<file path="src/hdl/uiel_pkg.sv">
// shared constants and carriers for the uart interrupt-enable / line-status
// block; assumes an 8-bit register port with 4-bit register offsets
package uiel_pkg;

  // register offsets
  localparam logic [3:0] ADDR_HOLD  = 4'h0;
  localparam logic [3:0] ADDR_IER   = 4'h1;
  localparam logic [3:0] ADDR_ISR   = 4'h2;
  localparam logic [3:0] ADDR_LCR   = 4'h3;
  localparam logic [3:0] ADDR_MCR   = 4'h4;
  localparam logic [3:0] ADDR_RESUME_CHAR_ONE  = 4'h4;
  localparam logic [3:0] ADDR_LSR   = 4'h5;
  localparam logic [3:0] ADDR_MSR   = 4'h6;
  localparam logic [3:0] ADDR_SPR   = 4'h7;
  localparam logic [3:0] ADDR_PAUSE_CHAR_TWO = 4'h7;
  localparam logic [3:0] ADDR_TXLVL = 4'h8;
  localparam logic [3:0] ADDR_RXLVL = 4'h9;
  localparam logic [3:0] ADDR_GDIR  = 4'hA;
  localparam logic [3:0] ADDR_RSVD  = 4'hD;
  localparam logic [3:0] ADDR_EXTRA_FEATURE_CTRL  = 4'hF;

  // storage slots of the plain read/write registers
  localparam logic [3:0] SLOT_DLL   = 4'h0;
  localparam logic [3:0] SLOT_DLM   = 4'h1;
  localparam logic [3:0] SLOT_DLD   = 4'h2;
  localparam logic [3:0] SLOT_EFR   = 4'h3;
  localparam logic [3:0] SLOT_RESUME_CHAR_ONE  = 4'h4;
  localparam logic [3:0] SLOT_MCR   = 4'h8;
  localparam logic [3:0] SLOT_SPR   = 4'h9;
  localparam logic [3:0] SLOT_GDIR  = 4'hA;
  localparam logic [3:0] SLOT_GCTL  = 4'hD;
  localparam logic [3:0] SLOT_EXTRA_FEATURE_CTRL  = 4'hE;
  localparam logic [3:0] SLOT_NONE  = 4'hF;
  localparam int         SLOT_CNT   = 15;

  // field positions
  localparam int LCR_DIV_BIT   = 7;
  localparam int EFR_ENH_BIT   = 4;
  localparam int IER_RX_BIT    = 0;
  localparam int IER_TX_BIT    = 1;
  localparam int IER_LS_BIT    = 2;
  localparam int IER_MS_BIT    = 3;
  localparam int FCR_EN_BIT    = 0;
  localparam int FCR_RXCLR_BIT = 1;
  localparam int FCR_TXCLR_BIT = 2;
  localparam int GCTL_SWRST    = 3;
  localparam int EXTRA_FEATURE_CTRL_RXDIS    = 1;

  // values
  localparam logic [7:0] LCR_ENH_KEY = 8'hBF;
  localparam logic [7:0] IER_RST     = 8'h00;
  localparam logic [7:0] LCR_RST     = 8'h00;
  localparam logic [7:0] FCR_RST     = 8'h00;
  localparam logic [7:0] CFG_RST     = 8'h00;
  localparam logic [7:0] IER_STD_MSK = 8'h0F;
  localparam logic [7:0] GPIO_MSK    = 8'h0F;
  localparam logic [7:0] GCTL_MSK    = 8'h01;
  localparam logic [7:0] EXTRA_FEATURE_CTRL_MSK    = 8'h06;
  localparam logic [7:0] GDIR_FIXED  = 8'h20;
  localparam logic [7:0] GCTL_FIXED  = 8'h02;

  // interrupt source codes, highest priority first
  localparam logic [5:0] ISR_LS   = 6'h06;
  localparam logic [5:0] ISR_RX   = 6'h04;
  localparam logic [5:0] ISR_TX   = 6'h02;
  localparam logic [5:0] ISR_MS   = 6'h00;
  localparam logic [5:0] ISR_NONE = 6'h01;

  // trigger levels by select code (receive fill, transmit free spaces)
  localparam logic [7:0] RX_TRIG0 = 8'h01;
  localparam logic [7:0] RX_TRIG1 = 8'h04;
  localparam logic [7:0] RX_TRIG2 = 8'h08;
  localparam logic [7:0] RX_TRIG3 = 8'h0E;
  localparam logic [7:0] TX_TRIG0 = 8'h01;
  localparam logic [7:0] TX_TRIG1 = 8'h04;
  localparam logic [7:0] TX_TRIG2 = 8'h08;
  localparam logic [7:0] TX_TRIG3 = 8'h0C;

  localparam int FIFO_DEPTH = 16;

  typedef struct packed {
    logic       brk;
    logic       frame_err;
    logic       parity_err;
    logic [7:0] data;
  } uiel_rx_word_t;

  typedef struct packed {
    logic       wr;
    logic       rd;
    logic [3:0] addr;
    logic [7:0] wdata;
  } uiel_reg_req_t;

endpackage

</file>
<file path="src/hdl/uiel_line_status.sv">
// uart interrupt enable, interrupt status, line status and fifo modes,
// with the receive and transmit fifos and the plain configuration registers.
// assumes one clock; the register port, receiver and transmitter are all
// synchronous to i_clk.
`timescale 1ns/1ps

module uiel_fifo #(
  parameter int WIDTH = 8,
  parameter int DEPTH = uiel_pkg::FIFO_DEPTH,
  localparam int AW   = (DEPTH > 1) ? $clog2(DEPTH) : 1,
  localparam int CW   = $clog2(DEPTH + 1)
) (
  // clock and reset
  input  wire logic             i_clk,
  input  wire logic             i_rst_n,
  input  wire logic             i_clear,
  // filling side
  input  wire logic             i_in_valid,
  output logic                  o_in_ready,
  input  wire logic [WIDTH-1:0] i_in_data,
  // draining side
  output logic                  o_out_valid,
  input  wire logic             i_out_ready,
  output logic [WIDTH-1:0]      o_out_data,
  output logic [CW-1:0]         o_level
);
  logic [WIDTH-1:0] mem [DEPTH];
  logic [AW-1:0]    wr_ptr_ff;
  logic [AW-1:0]    rd_ptr_ff;
  logic [CW-1:0]    count_ff;
  logic             push;
  logic             pop;

  function automatic logic [AW-1:0] bump(input logic [AW-1:0] p);
    bump = (p == AW'(DEPTH - 1)) ? '0 : p + 1'b1;
  endfunction

  assign o_in_ready  = (count_ff != CW'(DEPTH));
  assign o_out_valid = (count_ff != '0);
  assign o_out_data  = mem[rd_ptr_ff];
  assign o_level     = count_ff;
  assign push        = i_in_valid & o_in_ready;
  assign pop         = i_out_ready & o_out_valid;

  always_ff @(posedge i_clk) begin
    if (push) begin
      mem[wr_ptr_ff] <= i_in_data;
    end
  end

  always_ff @(posedge i_clk or negedge i_rst_n) begin
    if (!i_rst_n) begin
      wr_ptr_ff <= '0;
      rd_ptr_ff <= '0;
      count_ff  <= '0;
    end else if (i_clear) begin
      wr_ptr_ff <= '0;
      rd_ptr_ff <= '0;
      count_ff  <= '0;
    end else begin
      if (push) begin
        wr_ptr_ff <= bump(wr_ptr_ff);
      end
      if (pop) begin
        rd_ptr_ff <= bump(rd_ptr_ff);
      end
      if (push && !pop) begin
        count_ff <= count_ff + 1'b1;
      end else if (pop && !push) begin
        count_ff <= count_ff - 1'b1;
      end
    end
  end
endmodule // uiel_fifo

module uiel_line_status #(
  parameter int DEPTH = uiel_pkg::FIFO_DEPTH,
  localparam int CW   = $clog2(DEPTH + 1)
) (
  // clock and reset
  input  wire logic                     i_clk,
  input  wire logic                     i_rst_n,
  // register port
  input  wire uiel_pkg::uiel_reg_req_t  i_reg_req,
  output logic [7:0]                    o_reg_rdata,
  output logic                          o_reg_rvalid,
  // receiver side
  input  wire logic                     i_rx_valid,
  input  wire uiel_pkg::uiel_rx_word_t  i_rx_word,
  output logic                          o_rx_ready,
  // transmitter side
  output logic                          o_tx_valid,
  output logic [7:0]                    o_tx_data,
  input  wire logic                     i_tx_ready,
  input  wire logic                     i_tsr_empty,
  // modem lines
  input  wire logic [3:0]               i_modem_in,
  input  wire logic [3:0]               i_modem_delta,
  // interrupt
  output logic                          o_irq
);
  import uiel_pkg::*;

  logic [7:0]    ier_ff;
  logic [7:0]    lcr_ff;
  logic [7:0]    fcr_ff;
  logic [7:0]    cfg_ff [SLOT_CNT];
  logic          ovr_ff;
  logic          tx_irq_ff;
  logic          tx_cond_q_ff;
  logic [3:0]    msr_delta_ff;
  logic [CW-1:0] err_cnt_ff;
  logic [7:0]    rdata_ff;
  logic          rvalid_ff;
  logic          irq_ff;

  logic          wr;
  logic          rd;
  logic [3:0]    addr;
  logic [3:0]    slot;
  logic          plain;
  logic          fifo_en;
  logic          thr_wr;
  logic          rhr_rd;
  logic          isr_rd;
  logic          lsr_rd;
  logic          msr_rd;
  logic          ier_wr;
  logic          fcr_wr;
  logic          sw_rst;
  logic          rx_clear;
  logic          tx_clear;
  logic          rx_room;
  logic          rx_push;
  logic          rx_pop;
  logic          rx_overrun;
  logic          rx_in_ready;
  logic          rx_out_valid;
  uiel_rx_word_t rx_head;
  logic [CW-1:0] rx_level;
  logic          tx_room;
  logic          tx_in_ready;
  logic [CW-1:0] tx_level;
  logic [CW-1:0] tx_space;
  logic          thr_empty;
  logic          tx_cond;
  logic          tx_set;
  logic          ls_pend;
  logic          rx_pend;
  logic          tx_pend;
  logic          ms_pend;
  logic [7:0]    line_status;
  logic [7:0]    irq_status_reg;
  logic [7:0]    nxt_rdata;
  logic [7:0]    nxt_ier;

  // which plain register, if any, an offset reaches under the current
  // line control value; the enhanced key hides several normal registers
  function automatic logic [3:0] slot_of(input logic [3:0] a,
                                         input logic [7:0] line_ctrl_reg,
                                         input logic       enh);
    if (a == ADDR_HOLD && line_ctrl_reg[LCR_DIV_BIT]) begin
      slot_of = SLOT_DLL;
    end else if (a == ADDR_IER && line_ctrl_reg[LCR_DIV_BIT]) begin
      slot_of = SLOT_DLM;
    end else if (a == ADDR_ISR && line_ctrl_reg == LCR_ENH_KEY) begin
      slot_of = SLOT_EFR;
    end else if (a == ADDR_ISR && line_ctrl_reg[LCR_DIV_BIT] && enh) begin
      slot_of = SLOT_DLD;
    end else if (a >= ADDR_RESUME_CHAR_ONE && a <= ADDR_PAUSE_CHAR_TWO && line_ctrl_reg == LCR_ENH_KEY) begin
      slot_of = a;
    end else if (a == ADDR_MCR) begin
      slot_of = SLOT_MCR;
    end else if (a == ADDR_SPR) begin
      slot_of = SLOT_SPR;
    end else if (a == ADDR_RSVD) begin
      slot_of = SLOT_NONE;
    end else if (a >= ADDR_GDIR) begin
      // the reserved offset has no slot, so offsets above it shift down one
      slot_of = (a > ADDR_RSVD) ? a - 4'h1 : a;
    end else begin
      slot_of = SLOT_NONE;
    end
  endfunction

  function automatic logic [7:0] cfg_mask(input logic [3:0] s);
    if (s == SLOT_GCTL) begin
      cfg_mask = GCTL_MSK;
    end else if (s == SLOT_EXTRA_FEATURE_CTRL) begin
      cfg_mask = EXTRA_FEATURE_CTRL_MSK;
    end else if (s >= SLOT_GDIR) begin
      cfg_mask = GPIO_MSK;
    end else begin
      cfg_mask = 8'hFF;
    end
  endfunction

  function automatic logic [7:0] trig(input logic [1:0] sel,
                                      input logic       is_rx);
    case (sel)
      2'h0:    trig = is_rx ? RX_TRIG0 : TX_TRIG0;
      2'h1:    trig = is_rx ? RX_TRIG1 : TX_TRIG1;
      2'h2:    trig = is_rx ? RX_TRIG2 : TX_TRIG2;
      default: trig = is_rx ? RX_TRIG3 : TX_TRIG3;
    endcase
  endfunction

  // register port decode
  assign wr      = i_reg_req.wr;
  assign rd      = i_reg_req.rd;
  assign addr    = i_reg_req.addr;
  assign slot    = slot_of(addr, lcr_ff, cfg_ff[SLOT_EFR][EFR_ENH_BIT]);
  assign plain   = (slot == SLOT_NONE);
  assign fifo_en = fcr_ff[FCR_EN_BIT];
  assign thr_wr  = wr & plain & (addr == ADDR_HOLD);
  assign rhr_rd  = rd & plain & (addr == ADDR_HOLD);
  assign isr_rd  = rd & plain & (addr == ADDR_ISR);
  assign lsr_rd  = rd & plain & (addr == ADDR_LSR);
  assign msr_rd  = rd & plain & (addr == ADDR_MSR);
  assign ier_wr  = wr & plain & (addr == ADDR_IER);
  assign fcr_wr  = wr & plain & (addr == ADDR_ISR);
  assign sw_rst  = wr & (slot == SLOT_GCTL) & i_reg_req.wdata[GCTL_SWRST];

  // fifo resets only act with the enable bit set; toggling the enable
  // also flushes, so stale data never crosses a mode change
  assign rx_clear = sw_rst | (fcr_wr & (i_reg_req.wdata[FCR_EN_BIT] != fifo_en))
                  | (fcr_wr & i_reg_req.wdata[FCR_EN_BIT]
                     & i_reg_req.wdata[FCR_RXCLR_BIT]);
  assign tx_clear = sw_rst | (fcr_wr & (i_reg_req.wdata[FCR_EN_BIT] != fifo_en))
                  | (fcr_wr & i_reg_req.wdata[FCR_EN_BIT]
                     & i_reg_req.wdata[FCR_TXCLR_BIT]);

  // receive path: without fifos only one character is held
  assign rx_room    = ~cfg_ff[SLOT_EXTRA_FEATURE_CTRL][EXTRA_FEATURE_CTRL_RXDIS]
                    & (fifo_en ? rx_in_ready : (rx_level == '0));
  assign rx_push    = i_rx_valid & rx_room & ~rx_clear;
  assign rx_overrun = i_rx_valid & ~rx_room & ~cfg_ff[SLOT_EXTRA_FEATURE_CTRL][EXTRA_FEATURE_CTRL_RXDIS];
  assign rx_pop     = rhr_rd & rx_out_valid;
  assign o_rx_ready = rx_room;

  uiel_fifo #(
    .WIDTH (9 + 2),
    .DEPTH (DEPTH)
  ) u_rx_fifo (
    .i_clk       (i_clk),
    .i_rst_n     (i_rst_n),
    .i_clear     (rx_clear),
    .i_in_valid  (rx_push),
    .o_in_ready  (rx_in_ready),
    .i_in_data   (i_rx_word),
    .o_out_valid (rx_out_valid),
    .i_out_ready (rx_pop),
    .o_out_data  (rx_head),
    .o_level     (rx_level)
  );

  // transmit path: a holding write while full is dropped
  assign tx_room = fifo_en ? tx_in_ready : (tx_level == '0);

  uiel_fifo #(
    .WIDTH (8),
    .DEPTH (DEPTH)
  ) u_tx_fifo (
    .i_clk       (i_clk),
    .i_rst_n     (i_rst_n),
    .i_clear     (tx_clear),
    .i_in_valid  (thr_wr & tx_room),
    .o_in_ready  (tx_in_ready),
    .i_in_data   (i_reg_req.wdata),
    .o_out_valid (o_tx_valid),
    .i_out_ready (i_tx_ready),
    .o_out_data  (o_tx_data),
    .o_level     (tx_level)
  );

  assign tx_space  = CW'(DEPTH) - tx_level;
  assign thr_empty = (tx_level == '0);

  // line status
  assign line_status[0]   = rx_out_valid;
  assign line_status[1]   = ovr_ff;
  assign line_status[2]   = rx_out_valid & rx_head.parity_err;
  assign line_status[3]   = rx_out_valid & rx_head.frame_err;
  assign line_status[4]   = rx_out_valid & rx_head.brk;
  assign line_status[5]   = thr_empty;
  assign line_status[6]   = thr_empty & i_tsr_empty;
  assign line_status[7]   = (err_cnt_ff != '0);

  // pending sources, each gated by its enable; all clear gives polled mode
  assign ls_pend = ier_ff[IER_LS_BIT] & (|line_status[4:1] | line_status[7]);
  assign rx_pend = ier_ff[IER_RX_BIT]
                 & (fifo_en ? (8'(rx_level) >= trig(fcr_ff[7:6], 1'b1))
                            : rx_out_valid);
  assign tx_pend = ier_ff[IER_TX_BIT] & tx_irq_ff;
  assign ms_pend = ier_ff[IER_MS_BIT] & (|msr_delta_ff);

  assign tx_cond = fifo_en ? (8'(tx_space) > trig(fcr_ff[5:4], 1'b0))
                           : thr_empty;
  assign nxt_ier = {cfg_ff[SLOT_EFR][EFR_ENH_BIT] ? i_reg_req.wdata[7:4]
                                                  : ier_ff[7:4],
                    i_reg_req.wdata[3:0] & IER_STD_MSK[3:0]};
  assign tx_set  = tx_cond & ((~tx_cond_q_ff)
                 | (ier_wr & nxt_ier[IER_TX_BIT] & ~ier_ff[IER_TX_BIT]));

  always_comb begin
    irq_status_reg = {fifo_en, fifo_en, ISR_NONE};
    if (ls_pend) begin
      irq_status_reg[5:0] = ISR_LS;
    end else if (rx_pend) begin
      irq_status_reg[5:0] = ISR_RX;
    end else if (tx_pend) begin
      irq_status_reg[5:0] = ISR_TX;
    end else if (ms_pend) begin
      irq_status_reg[5:0] = ISR_MS;
    end
  end

  always_comb begin
    nxt_rdata = 8'h00;
    if (!plain) begin
      nxt_rdata = cfg_ff[slot];
      if (slot == SLOT_GDIR) begin
        nxt_rdata = cfg_ff[slot] | GDIR_FIXED;
      end else if (slot == SLOT_GCTL) begin
        nxt_rdata = cfg_ff[slot] | GCTL_FIXED;
      end
    end else if (addr == ADDR_HOLD) begin
      nxt_rdata = rx_out_valid ? rx_head.data : 8'h00;
    end else if (addr == ADDR_IER) begin
      nxt_rdata = ier_ff;
    end else if (addr == ADDR_ISR) begin
      nxt_rdata = irq_status_reg;
    end else if (addr == ADDR_LCR) begin
      nxt_rdata = lcr_ff;
    end else if (addr == ADDR_LSR) begin
      nxt_rdata = line_status;
    end else if (addr == ADDR_MSR) begin
      nxt_rdata = {i_modem_in, msr_delta_ff};
    end else if (addr == ADDR_TXLVL) begin
      nxt_rdata = 8'(tx_space);
    end else if (addr == ADDR_RXLVL) begin
      nxt_rdata = 8'(rx_level);
    end
  end

  // control registers
  always_ff @(posedge i_clk or negedge i_rst_n) begin
    if (!i_rst_n) begin
      ier_ff <= IER_RST;
      lcr_ff <= LCR_RST;
      fcr_ff <= FCR_RST;
    end else begin
      if (ier_wr) begin
        ier_ff <= nxt_ier;
      end
      if (wr && addr == ADDR_LCR) begin
        lcr_ff <= i_reg_req.wdata;
      end
      if (sw_rst) begin
        fcr_ff <= FCR_RST;
      end else if (fcr_wr) begin
        // other fields only program together with the enable bit
        fcr_ff <= i_reg_req.wdata[FCR_EN_BIT]
                ? {i_reg_req.wdata[7:6],
                   cfg_ff[SLOT_EFR][EFR_ENH_BIT] ? i_reg_req.wdata[5:4]
                                                 : fcr_ff[5:4],
                   i_reg_req.wdata[3], 3'b001}
                : FCR_RST;
      end
    end
  end

  always_ff @(posedge i_clk or negedge i_rst_n) begin
    if (!i_rst_n) begin
      for (int i = 0; i < SLOT_CNT; i++) begin
        cfg_ff[i] <= CFG_RST;
      end
    end else if (wr && !plain) begin
      cfg_ff[slot] <= i_reg_req.wdata & cfg_mask(slot);
    end
  end

  // error bookkeeping; a new event beats a clearing read
  always_ff @(posedge i_clk or negedge i_rst_n) begin
    if (!i_rst_n) begin
      ovr_ff     <= 1'b0;
      err_cnt_ff <= '0;
    end else begin
      if (rx_overrun) begin
        ovr_ff <= 1'b1;
      end else if (lsr_rd) begin
        ovr_ff <= 1'b0;
      end
      if (rx_clear) begin
        err_cnt_ff <= '0;
      end else if (rx_push && |i_rx_word[10:8]
                   && !(rx_pop && |rx_head[10:8])) begin
        err_cnt_ff <= err_cnt_ff + 1'b1;
      end else if (rx_pop && |rx_head[10:8]
                   && !(rx_push && |i_rx_word[10:8])) begin
        err_cnt_ff <= err_cnt_ff - 1'b1;
      end
    end
  end

  always_ff @(posedge i_clk or negedge i_rst_n) begin
    if (!i_rst_n) begin
      tx_irq_ff    <= 1'b0;
      tx_cond_q_ff <= 1'b1;
      msr_delta_ff <= 4'h0;
    end else begin
      tx_cond_q_ff <= tx_cond;
      if (tx_set) begin
        tx_irq_ff <= 1'b1;
      end else if (isr_rd || thr_wr) begin
        tx_irq_ff <= 1'b0;
      end
      msr_delta_ff <= i_modem_delta | (msr_rd ? 4'h0 : msr_delta_ff);
    end
  end

  // outputs
  always_ff @(posedge i_clk or negedge i_rst_n) begin
    if (!i_rst_n) begin
      rdata_ff  <= 8'h00;
      rvalid_ff <= 1'b0;
      irq_ff    <= 1'b0;
    end else begin
      rvalid_ff <= rd;
      if (rd) begin
        rdata_ff <= nxt_rdata;
      end
      irq_ff <= ls_pend | rx_pend | tx_pend | ms_pend;
    end
  end

  assign o_reg_rdata  = rdata_ff;
  assign o_reg_rvalid = rvalid_ff;
  assign o_irq        = irq_ff;
endmodule // uiel_line_status

</file>
<file path="config.mk">
export PLATFORM = sky130hd
export DESIGN_NAME = uiel_line_status
export DESIGN_NICKNAME = d
export VERILOG_FILES = /design/src/hdl/uiel_pkg.sv /design/src/hdl/uiel_line_status.sv
export SDC_FILE = /design/constraint.sdc
export NUM_CORES = 1
export LEC_CHECK = 0
export ABC_AREA = 1
export BUFFER_PORTS_ARGS = -buffer_cell sky130_fd_sc_hd__buf_2
export CORE_MARGIN = 2
export CORE_UTILIZATION = 55
export DETAILED_ROUTE_END_ITERATION = 10
export GPL_ROUTABILITY_DRIVEN = 0
export PLACE_DENSITY = 0.75
export REMOVE_ABC_BUFFERS = 1
export SLEW_MARGIN = 0
export SYNTH_ARGS = -nofsm -noshare
export SYNTH_HDL_FRONTEND = slang
export SYNTH_SLANG_ARGS = --single-unit
</file>
<file path="constraint.sdc">
create_clock -name i_clk -period 2.85 [get_ports i_clk]
set_input_delay 0 -clock i_clk [delete_from_list [all_inputs] [get_ports i_clk]]
set_output_delay 0 -clock i_clk [all_outputs]
set_load 0.05 [all_outputs]
</file>
==> results.md <==
- Synth unique cells: 54
- Metal1 wirelength: 22700 um
- Syn Inst Count: 2133
- Pins Over Slew Limit: 0
- Final Hold Vio Count: 0
- Syn Area/Cell: 10.2 um2
- Total wire length: 57800 um
- Met2 wire len: 27600 um
- Residual DRC: 0
- Area added between synthesis and finish: 21.0%
- Clock Power Share: 0.289
- Worst hold margin: 0.00270 ns
- Crit path DAT: 3.58 ns
- Via-per-instance ratio: 5.84
- Layout cell share with drive strength beyond 1: 0.182
- Worst Slack Setup Final: -0.235 ns
- Main synth FF type: edfxtp_1
- Worst min-delay path class: in2async
- Largest net degree at the start of global routing: 82
- Dominant cell type by area after synthesis: edfxtp_1
- Fillers: 2809
- H-tree Lvls: 2
- Io pins: 58
- Initial antenna violation count: 0
- Failing checks: setup timing
- Longest Clk Path Bufs: 3
- Via Count: 17231
- Reg power frac: 0.380
- Die X: 203 um
- Vias in the first global route: 17130
- Gr ovfl total: 0
- Relative slew slack: 0.528
- Area contributors post-synth: edfxtp_1 42%, dfrtp_1 21%, nand2_1 6.7%
- Met3 Wirelength: 4770 um
- Crit path from: lcr_ff[2]
- Fmax: 324 MHz
- Place WS: -0.438 ns
- Crit path capture type: flop
- Synth async-reset ratio: 0.382
- Initial Util: 0.561
- Outcome: finished with violations
- Post-Syn Area: 0.0218 mm2
- Die H: 203 um
- Clk sinks: 492
- First-pass GRT wire length: 91200 um
- Clock Pin Slew Worst Setup and Hold Paths: 0.06 ns
- Worst clock skew: 0.0227 ns
- Max Used Layer: met4
- Critical path required time: 3.35 ns
- Die ar.: 0.0413 mm2
- Worst reg2reg startpoint: lcr_ff[2]
- Reg2reg path depth: 23
- Num CTS Buffers: 49
- Crit path time final: 3.09 ns
- Post-synth EDFFs: 304
- Leakage power: 10.8 nW
- Comb pwr share: 0.331
- Slew @ Worst Pin: 0.707 ns
- Maximum VDD drop: 0.632 mV
- Sequential-to-total area share from yosys stat: 0.634
- Power Internal: 0.0149 W
- Reg2reg setup slack: -0.24 ns
- Max cap viols: 0
- Final setup fails: 7
- Detailed Routing Iterations Pass 1: 9
- Share of the synthesized area in the top cell type: 0.418
- CTS tree: yes
- Sw Share: 0.353
- Setup crit start kind: flop
- Crit path kind: reg2reg
- Total Routing Usage GR: 0.282
- Clk Latency, worst-skew pair: 0.62 ns
- Psw: 0.00814 W
- CP max FO: 5
- DR iter-0 viols: 1769
- HPWL after DPL: 38300 um
- RSZ-0062 raised after global routing: yes
- Routed WL per cell: 19.6 um
- DRT antenna net count: 0
- Fin crit share: 1.08
- Critical R2R Capture: err_cnt_ff[4]
- Number of placement rows: 72
- Antenna Cells: 0
- # nets final: 2469
- CP endpoint: err_cnt_ff[4]
- PD cells: 873 mW/mm2
- Root buf cell: clkbuf_16
- Port buffer count: 57
- Core area: 0.0389 mm2
- Flops & latches, synth: 492
- Syn. warnings: 0
[registers in the layout, summed over array words and instances (netlist names)]
register             count
ier_ff                   8
o_reg_rdata              8
u_tx_fifo.o_level        5
u_tx_fifo.mem          128
u_tx_fifo.wr_ptr_ff      4
tx_cond_q_ff             1
ovr_ff                   1
u_rx_fifo.rd_ptr_ff      4
u_tx_fifo.rd_ptr_ff      4
u_rx_fifo.mem          176
fcr_ff                   5
msr_delta_ff             4
tx_irq_ff                1
cfg_ff                 119
o_irq                    1
err_cnt_ff               5
lcr_ff                   8
u_rx_fifo.o_level        5
o_reg_rvalid             1
u_rx_fifo.wr_ptr_ff      4
[power groups by stage]
| stage | registers, W | logic [W] | clock network, W |
|---|---|---|---|
| finish | 0.00876 | 0.00762 | 0.00666 |
| global route | 0.00883 | 0.00829 | 0.00704 |
| CTS | 0.00872 | 0.00715 | 0.00675 |
| detailed placement | 0.00884 | 0.00692 | 0 |
| global placement | 0.00881 | 0.00670 | 0 |
| floorplan | 0.00908 | 0.00401 | 0 |
[per-stage QoR]
stage | total power (W) | utilization | area, um2 | setup TNS [ns] | std cells
after CTS | 0.0226 | 0.670 | 26100 | -0.591 | 2937
after detailed placement | 0.0158 | 0.615 | 23900 | -3.53 | 2811
after global placement | 0.0155 | 0.615 | 23900 | -1.48 | 2811
after floorplan | 0.0131 | - | 21500 | -111.04 | 2050
final | 0.0230 | 0.678 | 26400 | -0.785 | 2950
after global routing | 0.0242 | 0.678 | 26400 | -7.23 | 2950
[per-layer routing]
metal / global-route usage / vias to the layer above
li1: - / 7903
met1: 0.376 / 8319
met2: 0.449 / 828
met3: 0.0543 / 181
met4: 0.133 / 0
met5: 0 / -
[logic make-up after synthesis]
family                   Yosys count  synth area share
adder cells (fa/ha/maj)           39            0.0234
AO/OA/AOI/OAI                    523             0.137
buffers and inverters            255            0.0449
flip-flops                       492             0.634
AND/OR/NAND/NOR                  809             0.154
XOR/XNOR                          15           0.00602
[cells in the final DEF (no fill, tap or decap), drive strengths merged, types with 10 or more instances in the layout]
| cell type | n |
|---|---|
| a21oi | 66 |
| o221ai | 27 |
| dlygate4sd3 | 28 |
| buf | 262 |
| o22ai | 61 |
| dfrtp | 187 |
| nand2 | 400 |
| ha | 36 |
| inv | 166 |
| nor2 | 300 |
| o21ai | 297 |
| nand3 | 87 |
| nor3 | 10 |
| o211ai | 21 |
| clkinv | 15 |
| clkbuf | 76 |
| edfxtp | 304 |
[cell usage after synthesis (7+ instances only)]
cell      number
ha_1          36
inv_2          8
clkinv_1       8
nand2_2        7
nor3_1         7
xor2_1         9
nand3_1       83
dfrtp_1      187
o22ai_1       61
o21a_1         9
clkbuf_1      72
nor2_2         7
edfxtp_1     304
nor2_1       287
o21ai_1       11
inv_1        156
o21ai_0      285
a21oi_1       65
buf_2          9
o211ai_1      21
o221ai_1      27
nand2_1      391
a31oi_1        9
[worst min path at each step]
stage	slack (ns)	startpoint	end	depth (start not counted)
after floorplan	-0.30	i_rst_n	cfg_ff[0]	0
after global placement	0.1	i_rst_n	cfg_ff[69]	1
after detailed placement	0.11	i_rst_n	cfg_ff[69]	1
after CTS	0.02	i_rst_n	ier_ff[1]	2
after global routing	0.07	i_rst_n	cfg_ff[85]	2
final	0.003	i_rst_n	cfg_ff[85]	2
[final cells by class]
type	instances	area [um2]	share of cell area
multi-input cells	1386	7320	0.277
inverters	172	658	0.0249
flip-flops and latches	492	13800	0.524
clock inverters	16	236	0.00896
well taps	518	648	0.0245
repair buffers	291	2250	0.0851
clock buffers	75	1450	0.0551
[worst max-delay path: stages (launching register included)]
cell and delay [ns]:
dfrtp_1 0.37, nand2_1 0.10, nor2_4 0.17, nand3_4 0.12, buf_6 0.15, nor2_4 0.08, nor2_2 0.06, nor2_4 0.14
nand3_4 0.12, buf_6 0.14, nor2_4 0.12, nand2_4 0.08, nor2_4 0.09, inv_2 0.06, nand4_4 0.13, ha_4 0.23
a21oi_1 0.17, nand2_2 0.09, xor2_2 0.17, inv_1 0.08, nand2_1 0.11, nand2_1 0.07, nand2_1 0.07, nand2_1 0.06
[what timing repair did]
action                     in CTS  in global routing
resized for setup              32                 56
setup endpoints to repair      55                236
hold buffers                   28                  0
pin swaps                      12                 22
hold endpoints to repair      423                  0
buffers inserted                7                 13
Power figures use the tool's default switching activity.
